--- src/logic/iovr_consts.vh ---
// Command codes, field positions, reset values and timing counts of the over-voltage responder.
`ifndef IOVR_CONSTS_VH
`define IOVR_CONSTS_VH

`define IOVR_CMD_OPERATION    8'h01
`define IOVR_CMD_CLEAR_FAULTS 8'h03
`define IOVR_CMD_OV_THRESHOLD 8'h55
`define IOVR_CMD_OV_ACTION    8'h56
`define IOVR_CMD_STATUS_INPUT 8'h7C
`define IOVR_CMD_TIME_UNIT    8'hC8

`define IOVR_RESP_HI   7
`define IOVR_RESP_LO   6
`define IOVR_RETRY_HI  5
`define IOVR_RETRY_LO  3
`define IOVR_DELAY_HI  2
`define IOVR_DELAY_LO  0
`define IOVR_OP_ON_BIT 7
`define IOVR_STAT_OV_BIT 7

`define IOVR_RESP_IGNORE  2'b00
`define IOVR_RESP_OPTHRU  2'b01
`define IOVR_RESP_DISABLE 2'b10
`define IOVR_RESP_LATCH   2'b11
`define IOVR_RETRY_NONE   3'b000
`define IOVR_RETRY_FOREVER 3'b111

`define IOVR_ACTION_RST    8'h80
`define IOVR_THRESHOLD_RST 16'h0BFF
`define IOVR_TIME_UNIT_RST 16'h0001
`define IOVR_OPERATION_RST 8'h80

`define IOVR_CLK_NS 4
`define IOVR_US_NS 1000
`define IOVR_US_CYCLES ((`IOVR_US_NS + `IOVR_CLK_NS - 1) / `IOVR_CLK_NS)

`endif

--- src/logic/iovr_delay_timer.v ---
// Delay timer counting a power of two of time units, each unit a number of microseconds.
`timescale 1ns/10ps
`include "iovr_consts.vh"

module iovr_delay_timer (
  input wire mclk_i,            // Core clock.
  input wire srst_i,            // Synchronous reset, active high.
  input wire start_i,           // Restarts the delay from zero.
  input wire stop_i,            // Cancels a running delay.
  input wire [15:0] unit_us_i,  // Microseconds per time unit, zero taken as one.
  input wire [2:0] mult_sel_i,  // Delay is two to this power in units.
  output reg done_o             // One-cycle pulse when the delay ends.
);

  localparam integer US_LAST_INT = `IOVR_US_CYCLES - 1;
  localparam [7:0] US_LAST = US_LAST_INT[7:0];

  reg run_reg;
  reg [7:0] pre_reg;
  reg [15:0] sub_reg;
  reg [7:0] units_reg;
  wire [15:0] unit_last;
  wire [8:0] units_goal;

  assign unit_last = (unit_us_i == 16'h0000) ? 16'h0000 : unit_us_i - 16'h0001;
  assign units_goal = 9'h001 << mult_sel_i;

  always @(posedge mclk_i) begin
    done_o <= 1'b0;
    if (srst_i || stop_i) begin
      run_reg <= 1'b0;
      pre_reg <= 8'h00;
      sub_reg <= 16'h0000;
      units_reg <= 8'h00;
    end else if (start_i) begin
      run_reg <= 1'b1;
      pre_reg <= 8'h00;
      sub_reg <= 16'h0000;
      units_reg <= 8'h00;
    end else if (run_reg) begin
      if (pre_reg == US_LAST) begin
        pre_reg <= 8'h00;
        if (sub_reg == unit_last) begin
          sub_reg <= 16'h0000;
          if ({1'b0, units_reg} + 9'h001 == units_goal) begin
            done_o <= 1'b1;
            run_reg <= 1'b0;
            units_reg <= 8'h00;
          end else begin
            units_reg <= units_reg + 8'h01;
          end
        end else begin
          sub_reg <= sub_reg + 16'h0001;
        end
      end else begin
        pre_reg <= pre_reg + 8'h01;
      end
    end
  end

endmodule // iovr_delay_timer

--- src/logic/iovr_responder.v ---
// Input over-voltage fault responder with its command registers.
// Behaviour
// - Response 00 keeps the output running through an over-voltage fault.
// - Response 01 runs for the delay, then applies retry setting if fault remains.
// - Response 10 disables output at once, then follows the retry setting.
// - Response 11 disables output until the fault is cleared.
// - Status clear, clear-faults, reset pin, off-then-on or power loss clear the fault.
// - Retry setting 000 never restarts; output stays off until cleared.
// - Retry settings 1 to 6 try that many restarts, stopping on success.
// - When all restart attempts fail, output stays off until cleared.
// - Retry setting 111 retries until commanded off, power loss or other shutdown.
// - Restart attempts start one delay apart, two to the delay field times time unit.
// - Delay field value n gives two to the n time units.
// - One delay serves both the run-through time and the restart spacing.
// - The time unit length comes from the separate time-unit register.
// - The 8-bit action setting is written at command code 0x56.
// - Fault is input above a 16-bit linear threshold at code 0x55.
`timescale 1ns/10ps
`include "iovr_consts.vh"

module iovr_responder (
  input wire mclk_i,              // Core clock, 250 MHz.
  input wire srst_i,              // Synchronous reset from bias power, active high.
  input wire cmd_wr_i,            // Command write strobe.
  input wire cmd_rd_i,            // Command read strobe.
  input wire [7:0] cmd_code_i,    // Command code.
  input wire [15:0] cmd_data_i,   // Command write data.
  input wire [15:0] vin_i,        // Input voltage sample, linear format.
  input wire vin_valid_i,         // Input voltage sample strobe.
  input wire ctrl_pin_i,          // Enable pin, asynchronous, high is on.
  input wire reset_pin_n_i,       // Reset pin, asynchronous, active low.
  input wire other_shutdown_i,    // Another fault has shut the unit down.
  output reg [15:0] rd_data_o,    // Read data.
  output reg rd_valid_o,          // Read data valid pulse.
  output reg output_en_o,         // Power output enable.
  output reg ov_fault_o,          // Latched over-voltage status bit.
  output reg retrying_o           // Output held off between restart attempts.
);

  // Response states.
  localparam [1:0] ST_RUN = 2'b00;
  localparam [1:0] ST_THRU = 2'b01;
  localparam [1:0] ST_RETRY = 2'b10;
  localparam [1:0] ST_LATCH = 2'b11;

  // Command registers.
  reg [7:0] action_reg;
  reg [15:0] threshold_reg;
  reg [15:0] unit_reg;
  reg [7:0] operation_reg;

  // Pin synchronisers.
  reg ctrl_meta_reg;
  reg ctrl_sync_reg;
  reg rstp_meta_reg;
  reg rstp_sync_reg;

  // Fault detection and response state.
  reg ov_reg;
  reg ov_next;
  reg ov_prev_reg;
  reg on_prev_reg;
  reg [1:0] state_reg;
  reg [1:0] state_next;
  reg [2:0] tries_reg;
  reg [2:0] tries_next;
  reg status_reg;
  reg status_next;
  reg timer_start;
  reg op_next_on;

  // Decoded fields and events.
  wire [1:0] resp_sel;
  wire [2:0] retry_sel;
  wire [2:0] delay_sel;
  wire on_now;
  wire status_clr;
  wire clear_faults;
  wire clear_evt;
  wire off_evt;
  wire timer_done;
  wire wr_status;
  wire ov_rise;
  wire retry_spent;

  // Field decode, and every event that clears a latched fault.
  assign resp_sel = action_reg[`IOVR_RESP_HI:`IOVR_RESP_LO];
  assign retry_sel = action_reg[`IOVR_RETRY_HI:`IOVR_RETRY_LO];
  assign delay_sel = action_reg[`IOVR_DELAY_HI:`IOVR_DELAY_LO];
  assign on_now = ctrl_sync_reg & operation_reg[`IOVR_OP_ON_BIT];
  // The off edge itself counts as the clear, so the later on edge starts afresh.
  assign off_evt = on_prev_reg & ~on_now;
  assign wr_status = cmd_wr_i && (cmd_code_i == `IOVR_CMD_STATUS_INPUT);
  assign status_clr = wr_status && cmd_data_i[`IOVR_STAT_OV_BIT];
  assign clear_faults = cmd_wr_i && (cmd_code_i == `IOVR_CMD_CLEAR_FAULTS);
  assign clear_evt = status_clr | clear_faults | rstp_sync_reg | off_evt;
  assign ov_rise = ov_reg & ~ov_prev_reg;
  // The last permitted attempt has been used once the count plus one, for the current attempt, reaches the retry setting.
  assign retry_spent = (tries_reg + 3'b001) >= retry_sel;

  // Linear value to a common fixed-point scale: mantissa shifted by exponent plus sixteen.
  function signed [47:0] lin_fixed;
    input [15:0] v;
    reg signed [47:0] m;
    begin
      m = {{37{v[10]}}, v[10:0]};
      lin_fixed = m <<< (v[15:11] ^ 5'h10);
    end
  endfunction

  // The timer idles while the unit is commanded off or a clear arrives, so each fault starts a fresh delay.
  iovr_delay_timer u_timer (
    .mclk_i(mclk_i),
    .srst_i(srst_i),
    .start_i(timer_start),
    .stop_i(clear_evt | ~on_now),
    .unit_us_i(unit_reg),
    .mult_sel_i(delay_sel),
    .done_o(timer_done)
  );

  // Pins from outside the clock domain pass two flip-flops first.
  always @(posedge mclk_i) begin
    if (srst_i) begin
      ctrl_meta_reg <= 1'b0;
      ctrl_sync_reg <= 1'b0;
      rstp_meta_reg <= 1'b0;
      rstp_sync_reg <= 1'b0;
    end else begin
      ctrl_meta_reg <= ctrl_pin_i;
      ctrl_sync_reg <= ctrl_meta_reg;
      rstp_meta_reg <= ~reset_pin_n_i;
      rstp_sync_reg <= rstp_meta_reg;
    end
  end

  // Command register writes.
  // Unknown codes are ignored, and 8-bit commands take the low byte only.
  always @(posedge mclk_i) begin
    if (srst_i) begin
      action_reg <= `IOVR_ACTION_RST;
      threshold_reg <= `IOVR_THRESHOLD_RST;
      unit_reg <= `IOVR_TIME_UNIT_RST;
      operation_reg <= `IOVR_OPERATION_RST;
    end else if (cmd_wr_i) begin
      if (cmd_code_i == `IOVR_CMD_OV_ACTION) begin
        action_reg <= cmd_data_i[7:0];
      end else if (cmd_code_i == `IOVR_CMD_OV_THRESHOLD) begin
        threshold_reg <= cmd_data_i;
      end else if (cmd_code_i == `IOVR_CMD_TIME_UNIT) begin
        unit_reg <= cmd_data_i;
      end else if (cmd_code_i == `IOVR_CMD_OPERATION) begin
        operation_reg <= cmd_data_i[7:0];
      end
    end
  end

  // Command register reads, one cycle after the strobe.
  // Unknown codes read as zero.
  always @(posedge mclk_i) begin
    if (srst_i) begin
      rd_data_o <= 16'h0000;
      rd_valid_o <= 1'b0;
    end else begin
      rd_valid_o <= cmd_rd_i;
      if (cmd_rd_i) begin
        if (cmd_code_i == `IOVR_CMD_OV_ACTION) begin
          rd_data_o <= {8'h00, action_reg};
        end else if (cmd_code_i == `IOVR_CMD_OV_THRESHOLD) begin
          rd_data_o <= threshold_reg;
        end else if (cmd_code_i == `IOVR_CMD_TIME_UNIT) begin
          rd_data_o <= unit_reg;
        end else if (cmd_code_i == `IOVR_CMD_OPERATION) begin
          rd_data_o <= {8'h00, operation_reg};
        end else if (cmd_code_i == `IOVR_CMD_STATUS_INPUT) begin
          rd_data_o <= {8'h00, status_reg, 7'h00};
        end else begin
          rd_data_o <= 16'h0000;
        end
      end
    end
  end

  // Threshold comparison on each fresh sample.
  always @* begin
    ov_next = ov_reg;
    if (vin_valid_i) begin
      ov_next = lin_fixed(vin_i) > lin_fixed(threshold_reg);
    end
  end

  // Fault response sequencing.
  always @* begin
    state_next = state_reg;
    tries_next = tries_reg;
    timer_start = 1'b0;
    // A fault edge in the same cycle as a clear wins, so no new fault is lost.
    status_next = ov_rise | (status_reg & ~clear_evt);
    if (clear_evt || !on_now) begin
      state_next = ST_RUN;
      tries_next = 3'b000;
    // Another shutdown ends retrying and holds the output off.
    end else if (other_shutdown_i && state_reg == ST_RETRY) begin
      state_next = ST_LATCH;
    end else begin
      case (state_reg)
        // Normal running: a fault picks the configured response.
        ST_RUN: begin
          if (ov_reg) begin
            if (resp_sel == `IOVR_RESP_OPTHRU) begin
              state_next = ST_THRU;
              timer_start = 1'b1;
            end else if (resp_sel == `IOVR_RESP_DISABLE) begin
              tries_next = 3'b000;
              if (retry_sel == `IOVR_RETRY_NONE) begin
                state_next = ST_LATCH;
              end else begin
                state_next = ST_RETRY;
                timer_start = 1'b1;
              end
            end else if (resp_sel == `IOVR_RESP_LATCH) begin
              state_next = ST_LATCH;
            end
          end
        end
        // Running on through the fault for one delay.
        ST_THRU: begin
          if (timer_done) begin
            tries_next = 3'b000;
            if (!ov_reg) begin
              state_next = ST_RUN;
            end else if (retry_sel == `IOVR_RETRY_NONE) begin
              state_next = ST_LATCH;
            end else begin
              state_next = ST_RETRY;
              timer_start = 1'b1;
            end
          end
        end
        // Output off; each end of the delay is one restart attempt.
        ST_RETRY: begin
          if (timer_done) begin
            if (!ov_reg) begin
              state_next = ST_RUN;
              tries_next = 3'b000;
            end else if (retry_sel == `IOVR_RETRY_FOREVER) begin
              timer_start = 1'b1;
            end else if (retry_spent) begin
              state_next = ST_LATCH;
            end else begin
              tries_next = tries_reg + 3'b001;
              timer_start = 1'b1;
            end
          end
        end
        // Latched off until a clear, which is handled above.
        ST_LATCH: begin
          state_next = ST_LATCH;
        end
        default: begin
          state_next = ST_LATCH;
        end
      endcase
    end
    // The output runs only in normal running and during the run-through delay.
    op_next_on = on_now && (state_next == ST_RUN || state_next == ST_THRU);
  end

  // Fault state registers.
  always @(posedge mclk_i) begin
    if (srst_i) begin
      ov_reg <= 1'b0;
      ov_prev_reg <= 1'b0;
      on_prev_reg <= 1'b0;
      state_reg <= ST_RUN;
      tries_reg <= 3'b000;
      status_reg <= 1'b0;
    end else begin
      ov_reg <= ov_next;
      ov_prev_reg <= ov_reg;
      on_prev_reg <= on_now;
      state_reg <= state_next;
      tries_reg <= tries_next;
      status_reg <= status_next;
    end
  end

  // Outputs take the next-state values, so they change in the same cycle as the state.
  always @(posedge mclk_i) begin
    if (srst_i) begin
      output_en_o <= 1'b0;
      ov_fault_o <= 1'b0;
      retrying_o <= 1'b0;
    end else begin
      output_en_o <= op_next_on;
      ov_fault_o <= status_next;
      retrying_o <= (state_next == ST_RETRY);
    end
  end

endmodule // iovr_responder

--- config.mk ---
export PLATFORM = sky130hd
export DESIGN_NAME = iovr_responder
export DESIGN_NICKNAME = d
export VERILOG_FILES = /design/src/logic/iovr_delay_timer.v /design/src/logic/iovr_responder.v
export VERILOG_INCLUDE_DIRS = /design/src /design/src/logic
export SDC_FILE = /design/constraint.sdc
export NUM_CORES = 1
export LEC_CHECK = 0
export ABC_AREA = 0
export BUFFER_PORTS_ARGS = -buffer_cell sky130_fd_sc_hd__buf_4
export CAP_MARGIN = 20
export CORE_UTILIZATION = 45
export CTS_BUF_LIST = sky130_fd_sc_hd__clkbuf_4 sky130_fd_sc_hd__clkbuf_8
export CTS_CLUSTER_SIZE = 16
export DETAILED_ROUTE_END_ITERATION = 10
export GPL_TIMING_DRIVEN = 0
export HOLD_SLACK_MARGIN = 0.12
export PLACE_DENSITY = 0.62
export SYNTH_ARGS = -nofsm -noshare
export SYNTH_HDL_FRONTEND = slang
export SYNTH_SLANG_ARGS = --single-unit
--- constraint.sdc ---
create_clock -name mclk_i -period 8.17 [get_ports mclk_i]
set_input_delay 2.0425 -clock mclk_i [delete_from_list [all_inputs] [get_ports mclk_i]]
set_output_delay 2.0425 -clock mclk_i [all_outputs]
set_load 0.05 [all_outputs]
# Word level (Yosys, flattened, before mapping)

Index checks and enable logic that the tools add are counted.

$add $sub $neg: 6
$lt $le $gt $ge: 2
Eq/ne operators: 25
Shift-type cells: 3
Mux-type cells: 51
Bitwise operators: 22
Reduce and logical (&&, ||, !) cells: 24

Operators with widths:

| kind                    | count |
|---|---|
| $sshl A11 B5 Y48        | 2 |
| $mux W16                | 5 |
| $gt A48 B48 Y1          | 1 |
| $mux W8                 | 4 |
| $eq A8 B7 Y1 const B    | 3 |
| $mux W2                 | 12 |
| $mux W3                 | 8 |
| $mux W1                 | 19 |
| $add A16 B1 Y16 const B | 1 |
| $add A8 B1 Y8 const B   | 2 |
| $eq A16 B16 Y1          | 1 |
| $eq A8 B8 Y1 const B    | 2 |
| $logic_not A16 Y1       | 1 |
| $sub A16 B1 Y16 const B | 1 |
| $not A1 Y1              | 13 |
| $eq A2 B2 Y1 const B    | 5 |
| $add A8 B1 Y9 const B   | 1 |
| $eq A9 B9 Y1            | 1 |
| $pmux W3 S3             | 1 |
| $reduce_and A9 Y1       | 1 |
| $shl A1 B3 Y9 const A   | 1 |
| $eq A8 B1 Y1 const B    | 1 |
| $eq A8 B2 Y1 const B    | 1 |
| $pmux W2 S4             | 1 |
| other kinds (22)        | 45 |

Flip-flop bits (word level): 114
Output and inout port bits: 20

# Longest topological paths before layout

Depth in word-level cells: 12
Mapped depth: 19
Mapped depth without buffers: 17

# Modules after synthesis

Synthesis repeated with hierarchy kept, for this count alone.

Cell total of the unflattened synthesis: 1222
Area, all modules: 8991.1 µm²

Modules (own cells, without submodules):

| module           | instances | cells each | area each (µm²) | sequential area each (µm²) |
|---|---|---|---|---|
| iovr_responder   | 1         | 860        | 6253.5          | 1601.5 |
| iovr_delay_timer | 1         | 362        | 2737.6          | 680.7 |

# Worst setup path after synthesis

Ideal clock, no wire load.

Path kind: input -> register
From: input port vin_i[11]
To: register ov_reg
Arrival time: 4972 ps
Data required time: 8052 ps
Slack: 3081 ps
Stages on the path: 16
Buffers on the path: 2
Cell sequence: clkbuf_1 -> buf_1 -> mux2i_1 -> a21oi_1 -> mux2_2 -> o21ai_0 -> nor2_1 -> ha_1 -> a21o_1 -> a21o_1 -> a21oi_1 -> nor2_1 -> a2111oi_0 -> o21ai_0 -> a21oi_1 -> o2bb2ai_1

Longest elaborated chain between the ends: 2

Ends and longest elaborated chain:

| item                   | RTL line             | text |
|---|---|---|
| start: declaration     | iovr_responder.v:28  | `input wire [15:0] vin_i,` |
| $sshl A11 B5 Y48       | iovr_responder.v:107 | `lin_fixed = m <<< (v[15:11] ^ 5'h10);` |
| $gt A48 B48 Y1         | iovr_responder.v:188 | `ov_next = lin_fixed(vin_i) > lin_fixed(threshold_reg);` |
| end signal: assignment | iovr_responder.v:279 | `ov_reg <= ov_next;` |
| end: declaration       | iovr_responder.v:59  | `reg ov_reg;` |

Every way passes these cells.
A chain may end at the register's enable or synchronous reset.

# Final worst setup path

Ends and elaborated chain as after synthesis.

==> impl_results.md <==
* GRT overflow at 0
* Chip width at 140 µm
* Syn Area/Cell at 7.39 µm²
* H-Tree Depth at 4
* Leakage at 0.00371 µW
* CP Class: in2reg
* Worst Skew at 19.7 ps
* Unrepaired setup endpoints after global routing: no
* Fin. Hold Viols at 0
* DR vias at 8773
* Worst Path Arrival at 5670 ps
* Worst min path class: reg2reg
* Post-DP Area at 0.00936 mm²
* Postcts setup bufs at 0
* Crit path required time at 8510 ps
* Die H at 140 µm
* Ant. Diodes at 0
* Pin count of the biggest net entering global routing at 17
* Initial Util at 45.9%
* Syn nets at 1265
* Endpoints failing setup at 0
* Util after Layout at 52.1%
* Setup TNS at 0 ps
* CTS clk-pin slew, worst paths at 80 ps
* Post-CTS sizing at 0
* Final Max Tran Viols at 0
* Worst slack, placed at 2450 ps
* Share of cells above drive strength 1 at 9.79%
* CTS buffer count at 17
* Syn Inst Count at 1162
* Startpoint types: input pin
* CTS Root Cell: clkbuf_8
* Post-Layout Cell Count at 1491
* Yosys warnings at 0
* Endpoint class of the critical path: register
* Finished Cell Area at 0.00975 mm²
* Global-route usage over all layers at 27.7%
* Clk sinks at 114
* Worst VDD drop at 0.117 mV
* Max-slew headroom at 36.5%
* Clock Latency Late Sink at 460 ps
* First-pass GRT wire length at 42300 µm
* CTS tree: built
* Post-Route WL at 27100 µm
* GPL Wtd Cong at 0.916
* EDFF count, synth at 0
* Bufs on Longest Clock Path at 2
* Detailed Routing Iterations Pass 1 at 5
* # port buffers at 64
* Placed Cells at 1460
* # rows at 50
* Synth Register Bits at 114
* Primary FF master, synth: dfxtp_1
* Final Cycle Share at 65.2%
* Synth cell types at 74
* Post-DP HPWL at 21400 µm
* Asr flop ratio synth at 0%
* DRT iter0 DRCs at 662
* Worst Slack Setup Final at 2840 ps
* Measured slew at the worst slew-check pin at 950 ps
* DRT antenna net count at 0
* DR WL/cell at 18.2 µm
* Drt drc at 0
* Status: finished, final reports clean
* Max Freq at 0.188 GHz
* Post-synthesis cell area at 0.00858 mm²
* Sequential-to-total area share from yosys stat at 26.6%
* Die Area at 0.0196 mm²
* I/O Pins at 68
* Initial antenna violation count at 0
* Final Critical Period at 5330 ps
* Worst-path maximum fanout at 10
* Core Area at 0.0187 mm²
* Vias in the first global route at 7967
* Layout area overhead at 13.5%
* Final nets at 1348
* Via density at 5.88
* Hold buffers post-CTS at 0
* Max Cap Violations at 0
* P per Cell Area at 133 mW/mm²
-- path summary, 6_finish.rpt --
kind,from,endpoint,slack (ps),cells past startpoint
setup reg to reg,unit_reg[0],u_timer.sub_reg[5],4180,12
setup / recovery,vin_i[11],ov_reg,2840,16
hold / removal,rstp_meta_reg,rstp_sync_reg,440,1
hold reg to reg,rstp_meta_reg,rstp_sync_reg,440,1
-- synthesized netlist by cell type, types with 4 or more instances --
master,n,area (µm²)
o21ai_0,59,295
mux2i_1,35,350
or3_1,6,37.5
and3_1,9,56.3
buf_1,6,22.5
xor2_1,19,166
nand3b_1,16,120
o31a_1,6,52.6
inv_1,24,90.1
nand3_1,45,225
buf_6,4,45.0
and2_1,9,56.3
nor3_1,18,90.1
nand2_1,172,646
a22oi_1,29,218
a21boi_0,8,60.1
or4_1,4,30.0
ha_1,55,688
a211o_1,4,35.0
dfxtp_1,114,2280
o2bb2ai_1,5,43.8
mux2_2,9,101
xnor2_1,21,184
clkbuf_1,64,240
a211oi_1,15,113
a311oi_1,7,61.3
a21oi_1,104,521
a21o_1,21,158
o21bai_1,4,30.0
nand2b_1,8,50.1
nor2b_1,21,131
nand4_1,25,156
o22ai_1,12,75.1
nor3b_1,5,37.5
nor4_1,6,37.5
nor2_1,125,469
a31oi_1,7,43.8
-- final cells by class --
type | count | area, µm²
multi-input cells | 944 | 5880
clock inverters | 14 | 154
flip-flops and latches | 114 | 2280
clock buffers | 17 | 234
plain buffers | 76 | 318
repair buffers | 64 | 480
well taps | 234 | 293
fillers | 1862 | 8960
inverters | 28 | 105
-- cells by family (layout without fill, tap and decap cells) --
kind of cell / Yosys count / count (layout) / share of synthesized area (%)
and+or+nand+nor: 493 / 493 / 27.8
AOI/OAI and AO/OA: 310 / 310 / 22.8
DFF: 114 / 114 / 26.6
buffers and inverters: 104 / 199 / 4.93
adders and majority gates: 55 / 55 / 8.02
muxes: 45 / 45 / 5.52
xor gates and xnor gates: 41 / 41 / 4.36
-- cell usage in the layout, fill, tap and decap left out, types with 5 or more instances in the layout --
master | Yosys | routed
a311oi_1 | 7 | 7
o31a_1 | 6 | 6
mux2i_1 | 35 | 35
xnor2_1 | 21 | 21
inv_6 | 0 | 5
dfxtp_1 | 114 | 114
a21o_1 | 21 | 21
buf_1 | 6 | 6
a21boi_0 | 8 | 8
nor2b_1 | 21 | 21
nand4_1 | 25 | 25
and3_1 | 9 | 9
mux2_2 | 9 | 9
a21oi_1 | 104 | 104
or3_1 | 6 | 6
nand3_1 | 45 | 45
clkbuf_1 | 64 | 64
nor2_1 | 125 | 125
o2bb2ai_1 | 5 | 5
buf_4 | 0 | 64
clkbuf_8 | 0 | 17
o22ai_1 | 12 | 12
nand2_1 | 172 | 172
ha_1 | 55 | 55
nand2b_1 | 8 | 8
a22oi_1 | 29 | 29
nor4_1 | 6 | 6
nor3_1 | 18 | 18
inv_1 | 24 | 24
and2_1 | 9 | 9
nor3b_1 | 5 | 5
a31oi_1 | 7 | 7
xor2_1 | 19 | 19
o21ai_0 | 59 | 59
nand3b_1 | 16 | 16
a211oi_1 | 15 | 15
-- per-stage QoR --
step | total power (µW) | hold slack (ps)
2_1_floorplan | 699 | 414
3_3_place_gp | 768 | 417
3_5_place_dp | 769 | 421
4_1_cts | 1300 | 442
5_1_grt | 1350 | 465
6_report | 1300 | 441
-- worst max-delay path, cell delays in order --
cell       delay (ps)
clkbuf_1          280
buf_1             440
mux2i_1           290
a21oi_1           200
mux2_2            320
o21ai_0           340
o21ai_0           150
ha_1              340
a21o_1            190
a21o_1            170
a21oi_1           140
o21ai_0            90
nor2_1            220
o221ai_1          210
a21oi_1           170
o2bb2ai_1          80
-- metal layers --
metal  vias to the layer above  track usage, %  routed length (µm)
li1                       4366               -                   -
met1                      4062            38.0               12800
met2                       292            44.0               12100
met3                        53            3.83                1440
met4                         0            10.2                 717
met5                         -               0                   0
-- power breakdown --
group / switching [µW] / internal [µW] / total, µW / leakage [µW]
Clock: 267 / 273 / 540 / 0.000190
Sequential: 4.21 / 562 / 566 / 0.000923
Combinational: 121 / 71.7 / 192 / 0.00259
(Power assumes the default switching activity.)
